### src/odsl_pkg.sv
// Constants and types shared by the octal converter serial loader
package odsl_pkg;

    // Serial word layout
    localparam int WORD_BITS = 16;
    localparam int DATA_BITS = 12;
    localparam int SEL_BITS  = 3;
    localparam int CHANS     = 8;
    localparam logic [3:0] LAST_BIT     = 4'hf;
    localparam logic [3:0] ADDR_BIT_POS = 4'h3;
    localparam int DATA_LSB_POS = 4;

    // Converter switch decode
    localparam int SEG_SW      = 3;
    localparam int TOP_BITS    = 2;
    localparam int LADDER_BITS = 10;

    // Word buffer
    localparam int FIFO_W = DATA_BITS + SEL_BITS;
    localparam logic [1:0] FIFO_DEPTH = 2'h2;

    // Input synchroniser lanes
    localparam int SYNC_LANES = 6;

    // Register byte offsets and latch windows
    localparam logic [7:0] OFF_CTRL   = 8'h00;
    localparam logic [7:0] OFF_STATUS = 8'h04;
    localparam logic [7:0] OFF_COUNT  = 8'h08;
    localparam logic [2:0] WIN_INLAT  = 3'h1;
    localparam logic [2:0] WIN_DACLAT = 3'h2;

    // Register fields
    localparam int CTRL_FREEZE = 0;
    localparam int CTRL_LOAD   = 1;
    localparam int ST_OVF      = 0;
    localparam int ST_MISS     = 1;
    localparam int ST_FCNT     = 2;
    localparam int ST_FULL     = 4;
    localparam int ST_STRAP    = 5;
    localparam int ST_BITCNT   = 8;

    typedef enum logic [1:0] {FR_IDLE, FR_SHIFT, FR_FULL} odsl_frame_t;

endpackage

### src/odsl_loader.sv
// Serial loader, input and converter latches and switch decode of an octal converter
`timescale 1ns/10ps
// Summary of operation
// - Shift data in on serial clock falling edges
// - Frame sync low frames a word; shift only then
// - Sixteenth edge passes data through a two-entry buffer to the selected input latch
// - Words are 16 bits, data MSB first
// - Address bit mismatch with strap discards word
// - Last three bits select channel A to H
// - Shift register drives serial data output
// - Output echoes data regardless of address match
// - Load strobe low updates all converter latches
// - Clear low forces all converter latches zero
// - Top two bits drive three segment switches
// - Lower ten bits drive ladder switches directly
// - After sixteen bits, wait for next frame start
// - Output launched on following serial clock rise
// - Clear leaves input latches untouched
module odsl_loader
    import odsl_pkg::*;
#(
    parameter int ADDR_W = 8
)(
    // Clock and reset
    input  wire logic                         pclk,
    input  wire logic                         presetn,
    // APB register port
    input  wire logic                         psel,
    input  wire logic                         penable,
    input  wire logic                         pwrite,
    input  wire logic [ADDR_W-1:0]            paddr,
    input  wire logic [31:0]                  pwdata,
    output logic      [31:0]                  prdata,
    output logic                              pready,
    output logic                              pslverr,
    // Serial link
    input  wire logic                         serial_clock_in,
    input  wire logic                         frame_sync_n,
    input  wire logic                         serial_data_in,
    output logic                              serial_data_out,
    // Strap and asynchronous controls
    input  wire logic                         device_addr_strap,
    input  wire logic                         load_all_n,
    input  wire logic                         zero_outputs_n,
    // Converter switch drive
    output logic      [CHANS*SEG_SW-1:0]      seg_switch,
    output logic      [CHANS*LADDER_BITS-1:0] ladder_switch,
    output logic      [CHANS*DATA_BITS-1:0]   dac_code
);

    logic [SYNC_LANES-1:0]             sync_meta;
    logic [SYNC_LANES-1:0]             sync_q;
    logic                              sclk_prev;
    logic                              fs_prev;
    logic                              sclk_s;
    logic                              fs_s;
    logic                              sdi_s;
    logic                              strap_s;
    logic                              load_s;
    logic                              clr_s;
    logic                              sclk_fall;
    logic                              sclk_rise;
    logic                              fs_fall;
    odsl_frame_t                       state;
    logic [3:0]                        bit_cnt;
    logic [3:0]                        cnt_cur;
    logic [WORD_BITS-1:0]              shreg;
    logic [WORD_BITS-1:0]              next_shreg;
    logic                              shift_en;
    logic                              word_done;
    logic                              addr_ok;
    logic                              chan_sel_bit2;
    logic                              chan_sel_bit1;
    logic                              chan_sel_bit0;
    logic [FIFO_W-1:0]                 fifo_mem [2];
    logic                              wr_ptr;
    logic                              rd_ptr;
    logic [1:0]                        fifo_cnt;
    logic                              fifo_in_ready;
    logic                              fifo_out_valid;
    logic                              drain_ready;
    logic                              push;
    logic                              pop;
    logic [FIFO_W-1:0]                 fifo_head;
    logic [CHANS-1:0][DATA_BITS-1:0]   in_lat;
    logic [CHANS-1:0][DATA_BITS-1:0]   dac_lat;
    logic                              ctrl_freeze;
    logic                              sw_load;
    logic                              st_ovf;
    logic                              st_miss;
    logic [15:0]                       word_count;
    logic                              apb_setup;
    logic                              apb_wr;
    logic                              err_q;
    logic [31:0]                       rd_mux;
    logic                              rd_hit;
    logic [7:0]                        addr8;

    // Every input pin except clock, reset and the APB port crosses two flops; only the second stage is read
    always_ff @(posedge pclk or negedge presetn)
    begin
        if (!presetn)
        begin
            sync_meta <= '1;
            sync_q    <= '1;
            sclk_prev <= 1'b1;
            fs_prev   <= 1'b1;
        end
        else
        begin
            sync_meta <= {serial_clock_in, frame_sync_n, serial_data_in,
                          device_addr_strap, load_all_n, zero_outputs_n};
            sync_q    <= sync_meta;
            sclk_prev <= sclk_s;
            fs_prev   <= fs_s;
        end
    end

    assign {sclk_s, fs_s, sdi_s, strap_s, load_s, clr_s} = sync_q;
    assign sclk_fall = sclk_prev & ~sclk_s;
    assign sclk_rise = ~sclk_prev & sclk_s;
    assign fs_fall   = fs_prev & ~fs_s;

    // A frame start in the same cycle as a clock fall counts that bit as the first
    assign cnt_cur    = fs_fall ? 4'h0 : bit_cnt;
    assign shift_en   = sclk_fall & ~fs_s & (fs_fall | (state == FR_SHIFT));
    assign next_shreg = {shreg[WORD_BITS-2:0], sdi_s};
    assign word_done  = shift_en & (cnt_cur == LAST_BIT);
    assign addr_ok    = (next_shreg[ADDR_BIT_POS] == strap_s);
    assign {chan_sel_bit2, chan_sel_bit1, chan_sel_bit0} = next_shreg[SEL_BITS-1:0];
    always_ff @(posedge pclk or negedge presetn)
    begin
        if (!presetn)
        begin
            state   <= FR_IDLE;
            bit_cnt <= 4'h0;
            shreg   <= '0;
        end
        else if (shift_en)
        begin
            shreg   <= next_shreg;
            bit_cnt <= 4'(cnt_cur + 4'h1);
            state   <= (cnt_cur == LAST_BIT) ? FR_FULL : FR_SHIFT;
        end
        else if (fs_fall)
        begin
            state   <= FR_SHIFT;
            bit_cnt <= 4'h0;
        end
        else
        begin
            case (state)
                // Sync released mid-word abandons the partial word
                FR_SHIFT: if (fs_s) state <= FR_IDLE;
                FR_FULL:  state <= FR_FULL;
                FR_IDLE:  state <= FR_IDLE;
                default:  state <= FR_IDLE;
            endcase
        end
    end

    // Echo is independent of the address check so chains see every word
    always_ff @(posedge pclk or negedge presetn)
    begin
        if (!presetn)
            serial_data_out <= 1'b0;
        else if (sclk_rise)
            serial_data_out <= shreg[WORD_BITS-1];
    end

    // Two-entry word buffer between the link and the input latches
    assign fifo_in_ready  = (fifo_cnt != FIFO_DEPTH);
    assign fifo_out_valid = (fifo_cnt != 2'h0);
    assign drain_ready    = ~ctrl_freeze;
    assign push           = word_done & addr_ok & fifo_in_ready;
    assign pop            = fifo_out_valid & drain_ready;
    assign fifo_head      = fifo_mem[rd_ptr];

    always_ff @(posedge pclk or negedge presetn)
    begin
        if (!presetn)
        begin
            wr_ptr   <= 1'b0;
            rd_ptr   <= 1'b0;
            fifo_cnt <= 2'h0;
        end
        else
        begin
            if (push)
                wr_ptr <= ~wr_ptr;
            if (pop)
                rd_ptr <= ~rd_ptr;
            fifo_cnt <= 2'(fifo_cnt + {1'b0, push} - {1'b0, pop});
        end
    end
    always_ff @(posedge pclk)
    begin
        if (push)
            fifo_mem[wr_ptr] <= {next_shreg[WORD_BITS-1:DATA_LSB_POS],
                                 chan_sel_bit2, chan_sel_bit1, chan_sel_bit0};
    end

    // Clear never touches these, so a later load restores the old codes
    always_ff @(posedge pclk or negedge presetn)
    begin
        if (!presetn)
            in_lat <= '0;
        else if (pop)
            in_lat[fifo_head[SEL_BITS-1:0]] <= fifo_head[FIFO_W-1:SEL_BITS];
    end

    always_ff @(posedge pclk or negedge presetn)
    begin
        if (!presetn)
            dac_lat <= '0;
        else if (!clr_s)
            dac_lat <= '0;
        else if (!load_s || sw_load)
            dac_lat <= in_lat;
    end
    assign dac_code = dac_lat;
    function automatic logic [SEG_SW-1:0] thermo(input logic [TOP_BITS-1:0] top);
        thermo = {&top, top[1], |top};
    endfunction
    genvar g;
    generate
        for (g = 0; g < CHANS; g++)
        begin : g_chan
            always_ff @(posedge pclk or negedge presetn)
            begin
                if (!presetn)
                begin
                    seg_switch[g*SEG_SW +: SEG_SW]           <= '0;
                    ladder_switch[g*LADDER_BITS +: LADDER_BITS] <= '0;
                end
                else
                begin
                    seg_switch[g*SEG_SW +: SEG_SW] <=
                        thermo(dac_lat[g][DATA_BITS-1 -: TOP_BITS]);
                    ladder_switch[g*LADDER_BITS +: LADDER_BITS] <=
                        dac_lat[g][LADDER_BITS-1:0];
                end
            end

        end
    endgenerate

    // APB slave, zero wait states; read data is fetched in the setup cycle
    assign addr8     = paddr[7:0];
    assign apb_setup = psel & ~penable;
    assign apb_wr    = psel & penable & pwrite;
    assign pready    = 1'b1;
    assign pslverr   = psel & penable & err_q;

    always_comb
    begin
        rd_mux = 32'h0;
        rd_hit = 1'b1;
        if (addr8[7:5] == WIN_INLAT)
            rd_mux[DATA_BITS-1:0] = in_lat[addr8[4:2]];
        else if (addr8[7:5] == WIN_DACLAT)
            rd_mux[DATA_BITS-1:0] = dac_lat[addr8[4:2]];
        else
        begin
            case (addr8)
                OFF_CTRL:   rd_mux[CTRL_FREEZE] = ctrl_freeze;
                OFF_STATUS:
                begin
                    rd_mux[ST_OVF]            = st_ovf;
                    rd_mux[ST_MISS]           = st_miss;
                    rd_mux[ST_FCNT +: 2]      = fifo_cnt;
                    rd_mux[ST_FULL]           = (state == FR_FULL);
                    rd_mux[ST_STRAP]          = strap_s;
                    rd_mux[ST_BITCNT +: 4]    = bit_cnt;
                end
                OFF_COUNT:  rd_mux[15:0] = word_count;
                default:    rd_hit = 1'b0;
            endcase
        end
        if (addr8[1:0] != 2'h0)
            rd_hit = 1'b0;
    end
    always_ff @(posedge pclk or negedge presetn)
    begin
        if (!presetn)
        begin
            prdata <= 32'h0;
            err_q  <= 1'b0;
        end
        else if (apb_setup)
        begin
            prdata <= rd_hit ? rd_mux : 32'h0;
            err_q  <= ~rd_hit;
        end
    end

    always_ff @(posedge pclk or negedge presetn)
    begin
        if (!presetn)
        begin
            ctrl_freeze <= 1'b0;
            sw_load     <= 1'b0;
        end
        else
        begin
            sw_load <= apb_wr & (addr8 == OFF_CTRL) & pwdata[CTRL_LOAD];
            if (apb_wr && addr8 == OFF_CTRL)
                ctrl_freeze <= pwdata[CTRL_FREEZE];
        end
    end

    // Write one to clear; a new event in the same cycle wins
    always_ff @(posedge pclk or negedge presetn)
    begin
        if (!presetn)
        begin
            st_ovf     <= 1'b0;
            st_miss    <= 1'b0;
            word_count <= 16'h0;
        end
        else
        begin
            st_ovf  <= (st_ovf & ~(apb_wr && addr8 == OFF_STATUS && pwdata[ST_OVF]))
                       | (word_done & addr_ok & ~fifo_in_ready);
            st_miss <= (st_miss & ~(apb_wr && addr8 == OFF_STATUS && pwdata[ST_MISS]))
                       | (word_done & ~addr_ok);
            if (push)
                word_count <= 16'(word_count + 16'h1);
        end
    end
endmodule

### config.mk
export PLATFORM = sky130hd
export DESIGN_NAME = odsl_loader
export DESIGN_NICKNAME = d
export VERILOG_FILES = /design/src/odsl_pkg.sv /design/src/odsl_loader.sv
export SDC_FILE = /design/constraint.sdc
export NUM_CORES = 1
export LEC_CHECK = 0
export BUFFER_PORTS_ARGS = -buffer_cell sky130_fd_sc_hd__buf_2
export CAP_MARGIN = 10
export CORE_MARGIN = 8
export CORE_UTILIZATION = 55
export DETAILED_ROUTE_END_ITERATION = 12
export PLACE_DENSITY = 0.79
export SYNTH_ARGS = -nofsm -noshare
export SYNTH_HDL_FRONTEND = slang
export SYNTH_SLANG_ARGS = --single-unit
### constraint.sdc
create_clock -name pclk -period 5.9 [get_ports pclk]
set_input_delay 1.18 -clock pclk [delete_from_list [all_inputs] [get_ports pclk]]
set_output_delay 1.18 -clock pclk [all_outputs]
set_load 0.01 [all_outputs]
Yosys cells after proc, flatten, opt, wreduce, memory -nomap -nowiden
Memories as Yosys holds them, arrays and structs flattened.
Cells that the tools add are included.
W data, S select, Z words.
{"block": "classes", "add_sub_neg": 4, "multipliers": 0, "div": 0, "order_cmp": 3, "n_eq_ne": 11, "shift": 0, "mux": 32, "n_bitwise": 34, "reduce_logical": 27}
{"operator": "$mux W96", "count": 2}
{"operator": "$bwmux W96", "count": 1}
{"operator": "$bmux W12 S3", "count": 2}
{"operator": "$mux W12", "count": 5}
{"operator": "$demux W12 S3", "count": 1}
{"operator": "$mux W4", "count": 5}
{"operator": "$and A1 B1 Y1", "count": 19}
{"operator": "$add A16 B1 Y16 const B", "count": 1}
{"operator": "$mux W16", "count": 1}
{"operator": "$reduce_and A2 Y1", "count": 8}
{"operator": "$reduce_or A2 Y1", "count": 8}
{"operator": "$not A1 Y1", "count": 12}
{"operator": "$mux W2", "count": 5}
{"operator": "$pmux W5 S2", "count": 1}
{"operator": "$eq A8 B3 Y1 const B", "count": 1}
{"operator": "$eq A8 B4 Y1 const B", "count": 1}
{"operator": "$logic_not A8 Y1", "count": 1}
{"operator": "$lt A3 B4 Y1 const B", "count": 2}
{"operator": "$pmux W4 S2", "count": 1}
{"operator": "$mux W1", "count": 6}
{"operator": "$logic_and A1 B1 Y1", "count": 5}
{"operator": "$add A4 B1 Y4 const B", "count": 1}
{"operator": "$eq A4 B4 Y1 const B", "count": 1}
{"operator": "$ne A4 B4 Y1 const B", "count": 1}
{"operator": "other kinds (17)", "count": 20}
{"block": "word_totals", "reg_bits": 390, "latch_bits": 0, "ramBits": 30, "rom_bits": 0, "input_bits": 51, "out_inout_bits": 235, "elab_cells": 162, "mem_count": 1}
{"name": "fifo_mem", "depth": 2, "word_bits": 15, "read_ports": 1, "rd_clocked_by_memory_dff": 0, "write_ports": 1, "line": "odsl_loader.sv:75", "text": "logic [FIFO_W-1:0] fifo_mem [2];"}

Depth between registers and ports, before layout
{"block": "logic_depth", "word_depth": 9, "depth_mapped": 9, "mapped_depth_nobuf": 8}

Worst setup path before layout
No wires, ideal clock.
{"block": "synth_timing", "path_type": "reg-to-reg", "startpoint": "register sync_q[4]", "endpoint": "memory fifo_mem[0][0] (netlist bit), enable pin", "setup_time_ns": 0.388, "arrival_time_ns": 2.405, "required_time_ns": 5.512, "slack_ns": 3.107, "path_stages_with_launch": 8, "n_path_buf": 1, "period_less_slack_ns": 2.793, "path_cell_list": "dfstp_2 > nand2b_1 > and2_1 > ha_1 > o2111a_1 > and3_1 > buf_2 > nor2b_1"}
{"block": "synth_between", "elab_chain_len": 9, "elab_cells_between_ends": 12, "classes_between": "1 x eq/ne; 3 x mux; 8 x bitwise"}
{"item": "start, declared", "line": "odsl_loader.sv:52", "text": "logic [SYNC_LANES-1:0] sync_q;"}
{"item": "start signal, assigned", "line": "odsl_loader.sv:113", "text": "sync_q <= sync_meta;"}
{"item": "$not A1 Y1 (*)", "line": "odsl_loader.sv:122, odsl_loader.sv:126"}
{"item": "$and A1 B1 Y1", "line": "odsl_loader.sv:122", "text": "assign fs_fall = fs_prev & ~fs_s;"}
{"item": "$mux W4 / $or A1 B1 Y1 (equally long branches)"}
{"item": "$eq A4 B4 Y1 / $and A1 B1 Y1 (equally long branches)", "line": "odsl_loader.sv:128, odsl_loader.sv:126"}
{"item": "$and A1 B1 Y1 (*)", "line": "odsl_loader.sv:128", "text": "assign word_done = shift_en & (cnt_cur == LAST_BIT);"}
{"item": "$and A1 B1 Y1 (*) (2 in a row)", "line": "odsl_loader.sv:175", "text": "assign push = word_done & addr_ok & fifo_in_ready;"}
{"item": "$mux W1 (*)", "line": "odsl_loader.sv:198", "text": "if (push)"}
{"item": "$mux W1 (implied by the code) (*)", "line": "odsl_loader.sv:199", "text": "fifo_mem[wr_ptr] <= {next_shreg[WORD_BITS-1:DATA_LSB_POS],"}
{"item": "end, declared", "line": "odsl_loader.sv:75"}
Mark *: on every way between the ends. The rest lies on a longest branch, timed or not.

Worst setup path in the final report
{"block": "layout_timing", "startpoint": "input paddr[2]", "endpoint": "register prdata[1]"}
{"block": "layout_between", "elab_chain_len": 7, "elab_cells_between_ends": 16, "classes_between": "2 x eq/ne; 12 x mux; 2 x reduce/logical"}
{"item": "start, declared", "line": "odsl_loader.sv:31", "text": "input wire logic [ADDR_W-1:0] paddr,"}
{"item": "$eq A8 B3 Y1, or another cell as far along", "line": "odsl_loader.sv:265", "text": "case (addr8)"}
{"item": "$reduce_or A3 Y1 (no source line)"}
{"item": "$mux W1", "line": "odsl_loader.sv:265"}
{"item": "$mux W1", "line": "odsl_loader.sv:261", "text": "else if (addr8[7:5] == WIN_DACLAT)"}
{"item": "$mux W1", "line": "odsl_loader.sv:259", "text": "if (addr8[7:5] == WIN_INLAT)"}
{"item": "$mux W1", "line": "odsl_loader.sv:280", "text": "if (addr8[1:0] != 2'h0)"}
{"item": "$mux W16 (*)", "line": "odsl_loader.sv:292", "text": "prdata <= rd_hit ? rd_mux : 32'h0;"}
{"item": "end signal, assigned", "line": "odsl_loader.sv:292"}
{"item": "end, declared", "line": "odsl_loader.sv:33", "text": "output logic [31:0] prdata,"}
Mark *: on every way between the ends. The rest lies on a longest branch, timed or not. The select of a mux whose other input is x is not followed.
A chain may end at the register's enable or synchronous reset.

==> run summary <==
Max cap viols: 0
Cts bufs inserted: 39
Clock Skews: 23.1 ps
Core Box Area: 28,500 um2
CTS tree: yes
Final count of hold timing violations: 0
Detailed Route WL: 41.7 mm
I/O pin cnt: 286
Layout cell share with drive strength beyond 1: 0.263
Clock latency on the worst-skew pair: 530 ps
GRT Residual Overflow: 0
Mapped Cells: 1,310
Netlist Area Pre-Place: 15,800 um2
CTS Hold Bufs: 0
Post-route insts no fill: 1,935
Die ar.: 34,500 um2
Status: finished clean
Top FF cell, synth: dfrtp_1
DRT antenna net count: 0
PwrDens: 399 nW/um2
Final Max Slew Viols: 0
Post-synthesis area per instance: 12.1 um2
Tcrit/Tclk final: 0.527
Cell accounting for the most synthesized area: dfrtp_1
Yosys reg bits: 404
Area delta synth->final: 16.9%
Post-cts resize count: 0
Max_slew headroom: 0.146
Placed Instance Area: 17,300 um2
Crit path DAT: 3580 ps
Post-synthesis mux area share: 0.0958
Startpoint Class: primary input
XOR/XNOR Fraction of Synth Area: 0.0133
First-pass GRT wire length: 64.4 mm
Largest net degree at the start of global routing: 116
Setup crit end kind: flip-flop
CP peak stage delay: 580 ps
Synth Area in Adders: 0.00237
Fmax: 0.321 GHz
Clock root buffer: clkbuf_16
Post-synth EDFFs: 30
Worst Path Buf+Inv: 2
Hold_ws: 355 ps
Buffers on Ports: 238
Commonest non-fill, non-tap cell in the layout: dfrtp_1
Critical Path Fanout Max: 26
Most frequent cells in the layout: dfrtp_1, nand2_1, buf_2
Initial Utilization: 0.555
Share of the yosys chip area belonging to registers: 0.649
Finished Cell Area: 18,500 um2
HPWL after DPL: 27.8 mm
Max clock buf depth: 3
RSZ-0062 raised after global routing: false
CP Cell Sequence: buf_4 > buf_4 > nor2b_1 > a22o_1 > a21oi_1 > nor4_1 > a21o_1
Die W: 186 um
Largest family of logic cells by synthesized area: simple AND/OR/NAND/NOR gates
Layout fillers: 2,057
Actual slew at the worst max-slew pin: 1250 ps
Simple-Gate Fraction of Synth Area: 0.143
Pwr Total: 7.39 mW
Routed via count: 11,293
Worst hold path type: reg2reg
Clock slew at reported path FFs: 60 ps
Crit Path Class: in2reg
Final nets: 1,575
Synth top area cells: dfrtp_1, mux4_2, nand2_1
Drt via density: 5.84
Cell at the slowest stage of the critical path: nor2b_1
Rows: 62
Placer congestion estimate: 0.915
Maximum vdd drop: 191 uV
DRT iter0 DRCs: 1,144
Depth of the CTS H-tree: 2
Fraction of registers with async set/reset: 0.926
Post-CTS Repair Setup Buffers: 0
Tmin final: 3110 ps
Vias in the first global route: 11,408
Sink Count: 404
Total GRT Usage: 0.243
Setup Viol. Count Final: 0
Yosys warnings: 0
Average wire per standard cell: 21.6 um
Synth top area share: 0.569
DRC: 0
WP data required: 6370 ps
Top cell by count, worst path: buf_4
Setup TNS: 0 ps
Synth Area in Compound Gates: 0.0643
Antenna Cells: 0
Leakage: 9.66 nW
Distinct cells, synth: 56
Die Ht: 186 um
Placed cells: 1,864
TritonRoute pass-1 iters: 5
CP top delay family: simple AND/OR/NAND/NOR gates
Initial antenna violation count: 1
-- worst paths after layout --
path	startpoint	end	slack, ps	depth (start not counted)
setup / recovery	paddr[2]	prdata[1]	2790	7
hold / removal	sync_meta[4]	sync_q[4]	350	0
setup reg to reg	sync_q[0]	dac_code[29]	2900	6
hold reg to reg	sync_meta[4]	sync_q[4]	350	0
max in group asynchronous	presetn	bit_cnt[3]	3980	2
min in group asynchronous	presetn	dac_code[60]	700	1
-- report_power, final --
part,switching [mW],total (mW),internal [mW]
Clock,1.02,2.46,1.44
Sequential,0.418,3.70,3.28
Combinational,0.715,1.24,0.523
-- cells in the mapped netlist, drive strengths merged, types with 3 or more instances --
cell type / count
a21o: 6
a21oi: 58
a22o: 10
a22oi: 3
and2: 15
and3: 7
buf: 55
clkbuf: 43
dfrtp: 360
dfstp: 14
edfxtp: 30
ha: 3
inv: 7
mux2: 23
mux2i: 20
mux4: 47
nand2: 265
nand2b: 8
nand3: 111
nand4: 4
nor2: 63
nor2b: 12
nor3: 5
nor4: 7
o21ai: 54
o22ai: 16
o32ai: 3
or2: 9
xnor2: 18
xor2: 6
-- flip-flops by register name, summed over array words and instances (netlist names) --
signal           cells
dac_code            96
in_lat              96
ladder_switch       80
fifo_mem            30
seg_switch          24
prdata              16
shreg               16
word_count          16
sync_meta            6
sync_q               6
bit_cnt              4
fifo_cnt             2
state                2
ctrl_freeze          1
err_q                1
fs_prev              1
rd_ptr               1
sclk_prev            1
serial_data_out      1
st_miss              1
st_ovf               1
sw_load              1
wr_ptr               1
-- routing by layer --
metal	up-vias	track usage	share of wire
met3	129	0.0476	0.093
met2	605	0.399	0.48
met4	2	0.147	0.063
li1	4924	-	-
met5	-	0	0.00031
met1	5633	0.295	0.36
-- worst register-to-register path: stages (launching register included) --
cell,delay [ps]
dfstp_2,510
buf_4,820
nand2_1,320
nor2_4,150
buf_4,780
nand2_1,250
nand2_1,110
-- logic make-up after synthesis --
| logic type | count (synthesis) |
|---|---|
| xor gates and xnor gates | 24 |
| muxes | 90 |
| AOI/OAI and AO/OA | 171 |
| adders and majority gates | 3 |
| buffers and inverters | 105 |
| and+or+nand+nor | 511 |
| DFF | 404 |
| other | 2 |
-- through the flow --
| step | utilization | worst slack [ps] |
|---|---|---|
| global route | 0.649 | 2610 |
| finish | 0.649 | 2790 |
| detailed placement | 0.604 | 2290 |
| CTS | 0.649 | 2790 |
| global placement | 0.604 | 2320 |
| floorplan | - | 3110 |
-- layout make-up --
class / instances / area (um2) / area share
Clock inverter: 16 / 171 / 0.00926
Multi-Input combinational cell: 816 / 5130 / 0.277
Inverter: 7 / 26.3 / 0.00142
Clock buffer: 55 / 1100 / 0.0592
Tap cell: 384 / 480 / 0.0259
Timing Repair Buffer: 253 / 1340 / 0.0724
Sequential cell: 404 / 10300 / 0.555
Note: power is estimated with default switching activity, not from simulation.
